`config.mk`:
```
export PLATFORM = sky130hd
export DESIGN_NAME = psc_sideband_ctl
export DESIGN_NICKNAME = d
export VERILOG_FILES = /design/src/rtl/psc_pkg.sv /design/src/rtl/psc_par_if.sv /design/src/rtl/psc_sideband_ctl.sv /design/src/rtl/psc_parity_chk.sv
export SDC_FILE = /design/constraint.sdc
export NUM_CORES = 1
export LEC_CHECK = 0
export ABC_AREA = 1
export BUFFER_PORTS_ARGS = -buffer_cell sky130_fd_sc_hd__buf_2
export CORE_MARGIN = 1.5
export CORE_UTILIZATION = 52
export DETAILED_ROUTE_END_ITERATION = 8
export GPL_ROUTABILITY_DRIVEN = 0
export PLACE_DENSITY = 0.8
export SETUP_SLACK_MARGIN = 0.02
export SLEW_MARGIN = 30
export SYNTH_ARGS = -nofsm -noshare
export SYNTH_HDL_FRONTEND = slang
export SYNTH_HIERARCHICAL = 1
export SYNTH_SLANG_ARGS = --single-unit
```
`constraint.sdc`:
```
create_clock -name clk_i -period 1.96 [get_ports clk_i]
set_input_delay 0.196 -clock clk_i [delete_from_list [all_inputs] [get_ports clk_i]]
set_output_delay 0.196 -clock clk_i [all_outputs]
set_load 0.005 [all_outputs]
```
`src/rtl/psc_pkg.sv`:
```
// Package with the constants, state types and reset values of the sideband control block.
package psc_pkg;

  // Bus clock figures; all bus timing counts whole clocks of this period.
  localparam int unsigned CLK_PERIOD_PS = 4000;

  // Command code on the command/byte-enable lines that marks a Special Cycle.
  localparam logic [3:0]  CMD_SPECIAL   = 4'h1;

  // Widths of the multiplexed address/data and command/byte-enable lines.
  localparam int unsigned AD_W          = 32;
  localparam int unsigned CBE_W         = 4;

  typedef enum logic [1:0] {
    PERR_IDLE = 2'b00,
    PERR_ACT  = 2'b01,
    PERR_HI   = 2'b10
  } psc_perr_e;

  typedef struct packed {
    logic      req;
    logic      gnt;
    logic      inta;
    logic      m66;
    logic      aux;
    logic      special;
    logic      serr;
    logic      perr_pend;
    psc_perr_e perr_st;
  } psc_state_s;

  typedef struct packed {
    logic [AD_W-1:0]  ad;
    logic [CBE_W-1:0] cbe_n;
    logic             a_chk;
    logic             d_chk;
  } psc_chk_s;

  localparam psc_state_s PSC_ST_RST  = '{default: '0, perr_st: PERR_IDLE};
  localparam psc_chk_s   PSC_CHK_RST = '0;

endpackage

```
`src/rtl/psc_par_if.sv`:
```
// Interface between the sideband controller and its parity checker.
`timescale 1ns/1ps
`default_nettype none
interface psc_par_if;
  import psc_pkg::*;
  logic [AD_W-1:0]  ad;
  logic [CBE_W-1:0] cbe_n;
  logic             par;
  logic             addr_chk;
  logic             data_chk;
  logic             ape;
  logic             dpe;

  modport chk (
    input  ad,
    input  cbe_n,
    input  par,
    input  addr_chk,
    input  data_chk,
    output ape,
    output dpe
  );

  modport ctl (
    output ad,
    output cbe_n,
    output par,
    output addr_chk,
    output data_chk,
    input  ape,
    input  dpe
  );
endinterface
`default_nettype wire

```
`src/rtl/psc_sideband_ctl.sv`:
```
// Sideband control of a bus agent: arbitration, interrupt, reset, power and parity error reporting.
`timescale 1ns/1ps
`default_nettype none

// Function
// - Assert the bus request toward the arbiter while mastership is needed.
// - Start a master transaction only after the grant is seen asserted.
// - Interrupt output is active low and held as a level while the condition lasts.
// - All bus inputs except interrupt and reset are sampled on the rising clock edge.
// - While bus reset is asserted, float every bus output and ignore every input.
// - Internal state is reset and leaves reset on the rising edge of bus reset; the code leaves it on the first clock edge after release.
// - Report an address parity error by driving system error low for one clock.
// - Report data parity errors for every transaction except Special Cycle.
// - Drive parity error low two clocks after a data parity error is detected.
// - Hold parity error low at least one clock per erroneous data phase.
// - While power good is low, stay in reset and float every bus signal.
// - With auxiliary power present, report D3cold as supported.
// - Parity is even across the address/data and command/byte-enable lines.
// - A data phase completes when initiator ready and target ready are both asserted.
module psc_sideband_ctl
  import psc_pkg::*;
(
  input  wire logic             clk_i,
  input  wire logic             rst_n_i,
  input  wire logic             bus_rst_n_i,
  input  wire logic             power_good_in_i,
  input  wire logic             aux_power_present_i,
  input  wire logic             m66_en_i,
  input  wire logic             gnt_n_i,
  input  wire logic             irdy_n_i,
  input  wire logic             trdy_n_i,
  input  wire logic [AD_W-1:0]  ad_i,
  input  wire logic [CBE_W-1:0] cbe_n_i,
  input  wire logic             par_i,
  input  wire logic             addr_chk_i,
  input  wire logic             data_rx_i,
  input  wire logic             master_req_i,
  input  wire logic             irq_cond_i,
  output logic                  master_go_o,
  output logic                  bus_66mhz_o,
  output logic                  d3cold_ok_o,
  output logic                  req_n_o,
  output logic                  req_n_oe_n_o,
  output logic                  inta_n_o,
  output logic                  inta_n_oe_n_o,
  output logic                  serr_n_o,
  output logic                  serr_n_oe_n_o,
  output logic                  perr_n_o,
  output logic                  perr_n_oe_n_o
);

  ////////////////////////////////////////////////////////////////////////////////
  // State and parity checker.

  psc_state_s st_ff;
  psc_state_s nxt_st;
  logic       in_rst;
  logic       live;
  logic       data_done;

  psc_par_if pi ();

  psc_parity_chk i_psc_parity_chk (
    .clk_i   (clk_i),
    .rst_n_i (rst_n_i),
    .pi      (pi)
  );

  // Bus reset and missing power good are treated alike so that one term floats the pins.
  assign in_rst    = ~bus_rst_n_i | ~power_good_in_i;
  assign live      = ~in_rst;
  assign data_done = ~irdy_n_i & ~trdy_n_i;

  // Only the check strobes are gated by the reset term, so nothing on the bus is checked during reset.
  assign pi.ad       = ad_i;
  assign pi.cbe_n    = cbe_n_i;
  assign pi.par      = par_i;
  assign pi.addr_chk = addr_chk_i & live;
  assign pi.data_chk = data_rx_i & data_done & ~st_ff.special & live;

  ////////////////////////////////////////////////////////////////////////////////
  // Command decode.

  // The command field is active low on the pins, so the code is compared as it arrives.
  function automatic logic cmd_is_special(input logic [CBE_W-1:0] cmd);
    return (cmd == CMD_SPECIAL);
  endfunction

  ////////////////////////////////////////////////////////////////////////////////
  // Next state.

  always_comb begin
    nxt_st           = st_ff;
    nxt_st.req       = master_req_i;
    nxt_st.gnt       = ~gnt_n_i;
    nxt_st.inta      = irq_cond_i;
    nxt_st.m66       = m66_en_i;
    nxt_st.aux       = aux_power_present_i;
    nxt_st.serr      = pi.ape;
    nxt_st.perr_pend = pi.dpe;
    if (addr_chk_i) begin
      nxt_st.special = cmd_is_special(cbe_n_i);
    end
    case (st_ff.perr_st)
      PERR_IDLE: begin
        if (st_ff.perr_pend) begin
          nxt_st.perr_st = PERR_ACT;
        end
      end
      PERR_ACT: begin
        if (!st_ff.perr_pend) begin
          nxt_st.perr_st = PERR_HI;
        end
      end
      PERR_HI: begin
        if (st_ff.perr_pend) begin
          nxt_st.perr_st = PERR_ACT;
        end else begin
          nxt_st.perr_st = PERR_IDLE;
        end
      end
      default: begin
        nxt_st.perr_st = PERR_IDLE;
      end
    endcase
    // Held in reset while bus reset or power good is low, so state leaves reset on the first clock edge after release.
    if (in_rst) begin
      nxt_st = PSC_ST_RST;
    end
  end

  always_ff @(posedge clk_i or negedge rst_n_i) begin
    if (!rst_n_i) begin
      st_ff <= PSC_ST_RST;
    end else begin
      st_ff <= nxt_st;
    end
  end

  ////////////////////////////////////////////////////////////////////////////////
  // Pin outputs.

  // The enables include the reset term directly so the pins float in the very cycle reset arrives.
  assign master_go_o   = st_ff.req & st_ff.gnt & live;
  assign bus_66mhz_o   = st_ff.m66;
  assign d3cold_ok_o   = st_ff.aux;
  assign req_n_o       = ~st_ff.req;
  assign req_n_oe_n_o  = in_rst;
  assign inta_n_o      = ~st_ff.inta;
  assign inta_n_oe_n_o = ~st_ff.inta | in_rst;
  assign serr_n_o      = ~st_ff.serr;
  assign serr_n_oe_n_o = ~st_ff.serr | in_rst;
  assign perr_n_o      = (st_ff.perr_st != PERR_ACT);
  assign perr_n_oe_n_o = (st_ff.perr_st == PERR_IDLE) | in_rst;
endmodule
`default_nettype wire

```
`src/rtl/psc_parity_chk.sv`:
```
// Even parity checker for address and data phases.
`timescale 1ns/1ps
`default_nettype none
module psc_parity_chk
  import psc_pkg::*;
(
  input  wire logic clk_i,
  input  wire logic rst_n_i,
  psc_par_if.chk    pi
);

  psc_chk_s st_ff;
  psc_chk_s nxt_st;
  logic     exp_par;

  // The lines are held one clock because parity arrives one clock after them.
  always_comb begin
    nxt_st       = st_ff;
    nxt_st.ad    = pi.ad;
    nxt_st.cbe_n = pi.cbe_n;
    nxt_st.a_chk = pi.addr_chk;
    nxt_st.d_chk = pi.data_chk;
  end

  always_ff @(posedge clk_i or negedge rst_n_i) begin
    if (!rst_n_i) begin
      st_ff <= PSC_CHK_RST;
    end else begin
      st_ff <= nxt_st;
    end
  end

  assign exp_par = ^{st_ff.ad, st_ff.cbe_n};
  assign pi.ape  = st_ff.a_chk & (pi.par != exp_par);
  assign pi.dpe  = st_ff.d_chk & (pi.par != exp_par);
endmodule
`default_nettype wire

```
Yosys cells after proc, flatten, opt, wreduce, memory -nomap -nowiden:

Cells that the tools add are included.
Widths: inputs -> output; s select.

* equal/unequal tests: 7
* reductions and logical operators: 4
* bitwise operators: 23
* mux-type cells: 6

Operators with widths (number)
* $reduce_xor 36->1: 1
* $mux 10: 1
* $not 1->1: 10
* $and 1x1->1: 9
* $ne 3x3->1 const B: 2
* $pmux 2 s3: 1
* $eq 4x1->1 const B: 1
* $mux 2: 2
* $or 1x1->1: 4
* $eq 2x1->1 const B: 1
* $eq 2x2->1 const B: 1
* $logic_not 2->1: 1
* $mux 1: 2
* $ne 2x1->1 const B: 1
* $reduce_and 2->1: 1
* $reduce_bool 2->1: 1
* $ne 1x1->1: 1

* output and inout port bits: 11
* input port bits: 50
* logic and storage cells: 53
* register bits: 48

Logic depth before layout (Yosys ltp):

* depth in word-level cells: 5
* mapped depth: 16
* gate-level depth less buffers: 16

Modules after synthesis:

The synthesis kept the hierarchy.

Modules (own cells, without submodules)
* psc_parity_chk: sequential area each 950.9 µm², cells each 253, instances 1, area each 1873.0 µm²
* psc_sideband_ctl: sequential area each 250.2 µm², cells each 50, instances 1, area each 422.9 µm²

Least setup slack after synthesis:

Ideal clock, no wire load.

* kind: register to register
* start point: reg i_psc_parity_chk/st_ff[30] in the netlist's numbering
* end point: reg, netlist name st_ff[2]
* path buffers: 0
* setup slack: 602 ps
* setup time: 71 ps
* arrival time: 1287 ps
* stages on the path, launching flop included: 16
* period minus slack after synthesis: 1358 ps
* required time: 1889 ps
* path through: dfrtp_1 inv_2 nand2_1 nand2_2 nand2_1 nand2_1 inv_1 nand2_1 nand2_1 nand2_1 nand3_1 nand2_1 nand2_1 a21oi_1 inv_1 nor2_1

RTL lines
* start: declaration: RTL line psc_parity_chk.sv:12 `psc_chk_s st_ff;`
* start signal: assignment: RTL line psc_parity_chk.sv:29 `st_ff <= nxt_st;`

==> metrics.cfg <==
[cells_and_area]
fin_util_pct = 73.46
n_fill_cell = 323
regArea_mm2 = 0.001201
diodes = 0
drive_gt1_share_pct = 22.31
area_growth_pct = 31.66
nets = 449
multi_input_area_um2 = 888.4

[floorplan]
fp.dieH_um = 69.45
die_w_um = 69.45
initial_utilization_pct = 55.79
dieArea_mm2 = 0.004823
ios = 61
rows = 23
fp.coreArea_mm2 = 0.004115

[routing]
antenna_left = 0
via_per_inst = 4.606
drc_errors = 0
drt-pass1-iter-count = 5
wirelength_mm = 4.563
vias = 2068
wire_per_inst_um = 10.16
drt_iter0_drc = 48

[clocking]
root_buffer = clkbuf_8
cts.clk_slew.worst_paths_ps = 80
cts_resized = 0
cts.htree.levels = 2
cts_sinks = 48
cts_tree = done
clk_latency_ps = 300
numCtsBuffers = 5
clockBufferDepth = 2

[synth]
ys_ff_latch = 48
yosysTopAreaCellShare_pct = 52.32
syn_avg_cell_area_um2 = 7.577
synth-edff-count = 0
syn-num-nets = 353
synth_cells = 303
synth_top_area_cell = dfrtp_1
synth_area_mm2 = 0.002296
yosysWarnings = 6
ys_seq_area_share_pct = 52.32
synth_ff_type = dfrtp_1
async_reset_ff_share_pct = 100.0
yosysUniqueCellTypes = 19
synth_area_leaders = dfrtp_1, nand2_1, inv_1, nand2_2, nor2_1

[place]
numPortBuffers = 60
hpwl_mm = 3.248

[worst_setup_path]
path_max_fanout = 3
path_cells = inv_1, nand2_1, nand2_2, nand2_4, nand2_2, nand2_2, nand2_1, nand2_1, nand2_1, nand2_1, nand2_1, nand2_1, a21oi_1, inv_1, nor2_1
slowest_stage = dfrtp_1
setup.worst_path.class = register to register
critPathTopFamily = simple AND/OR/NAND/NOR gates
crit_arrival_ps = 1820
cp.required_ps = 2190
endpoint_kind = register
cp_common_cell = nand2_1
start_kind = register
critPathMaxStageDelay_ps = 410
path_buf_inv = 2

[min_path]
hold_path_class = input pin to register

[power]
power.density_mw_per_mm2 = 659.9
total_leakage_power_nw = 1.765
peakVddDrop_mv = 0.5718

[global_route]
grt_overflow_total = 0
grt_start_max_net_pins = 33
grt_use_total_pct = 21.13
grt_pass1_vias = 2094
antenna_found_initial = 0
grt_pass1_wl_mm = 8.107

[timing]
fmax_mhz = 629.6
period_needed_ps = 1588
period_share_pct = 81.04
slew_headroom_pct = 54.42
fin_skew_ps = 8.519
tns_ps = 0
hold_viol = 0
tightest_slew_ps = 683.7
timing.final.max_slew_violations = 0
setup_viol = 0
rsz0062_at_grt = false

[outcome]
status = completed

[run]
cap_violations = 0

placed cells by master, fill, tap and decap left out, drive strengths merged:
cell,instances
o21ai,1
nand3,10
buf,61
xnor2,5
dlygate4sd3,29
nor2,16
dfrtp,48
a21oi,3
clkbuf,6
xor2,3
inv,52
clkinv,1
nor3,2
nand2,160
nand3b,2
cells by family (layout without fill, tap and decap cells):
family          count (synthesis)  count (layout)  share of synthesized area, %
simple gates                  190             190                         34.11
compound gates                  4               4                        0.8715
xor+xnor                        8               8                         3.706
buf+inv                        53             149                         8.991
flops                          48              48                         52.32
worst register-to-register path: stages, from the launching register on:
cell,delay [ps]
dfrtp_1,410
inv_1,90
nand2_1,70
nand2_2,120
nand2_4,70
nand2_2,70
nand2_2,50
nand2_1,70
nand2_1,50
nand2_1,70
nand2_1,60
nand2_1,60
nand2_1,60
a21oi_1,130
inv_1,50
nor2_1,100
power breakdown:
part / internal, W / switching (W) / leakage (nW)
clock network: 0.000243 / 0.000302 / 0.0410
logic: 0.000174 / 0.000213 / 1.14
registers: 0.00103 / 0.0000297 / 0.584
total: 0.00145 / 0.000545 / 1.77
final cells by class:
cell class | count | area share (%)
sequential | 48 | 39.74
multi-input combinational | 202 | 29.39
timing repair buffer | 90 | 19.78
inverter | 52 | 6.457
clock buffer | 6 | 2.401
tap | 50 | 2.070
clock inverter | 1 | 0.1656
synthesized netlist by cell type, types with 2 or more instances:
master and n:
a21oi_1 3, nand3b_1 2, nand2_1 146, nand2_2 13, xor2_1 2, nor2_1 15
inv_1 48, nand3_1 10, xnor2_1 4, inv_2 4, dfrtp_1 48
path summary, 6_finish.rpt:
path / startpoint / end / slack, ps / cells after the start
min: ad_i[15] / i_psc_parity_chk/st_ff[21] / 6 / 1
min reg2reg: st_ff[4] / i_psc_parity_chk/st_ff[0] / 450 / 1
max in group asynchronous: rst_n_i / i_psc_parity_chk/st_ff[11] / 800 / 3
max: i_psc_parity_chk/st_ff[28] / st_ff[3] / 370 / 15
min in group asynchronous: rst_n_i / st_ff[3] / 480 / 2
max reg2reg: i_psc_parity_chk/st_ff[28] / st_ff[3] / 370 / 15
state kept, by name, indices dropped and copies added (netlist names):
name / flops
i_psc_parity_chk/st_ff: 38
st_ff: 8
bus_66mhz_o: 1
d3cold_ok_o: 1
stage by stage:
step | setup WS [ps] | hold slack, ps | std cells | total power, W | cell area (um2)
4_1_cts | 375.9 | 0.5799 | 447 | 0.002010 | 3003
3_5_place_dp | 403.9 | 266.8 | 413 | 0.001424 | 2655
6_report | 371.7 | 6.422 | 449 | 0.001995 | 3023
2_1_floorplan | 602.1 | -99.59 | 303 | 0.001308 | 2296
3_3_place_gp | 475.6 | 261.0 | 413 | 0.001406 | 2655
5_1_grt | 109.9 | 0.7121 | 449 | 0.002115 | 3023
layer usage:
metal,wire [um],global-route usage [%],vias up
met5,0,0,-
met4,138,10.24,0
li1,-,-,1069
met3,163,4.797,14
met1,1715,20.48,940
met2,2546,41.24,45
repair_timing:
action | in CTS | in global routing
endpoints found under the hold margin | 57 | 2
buffers inserted | 0 | 0
hold buffers | 27 | 2
Note: power is estimated with default switching activity, not from simulation.
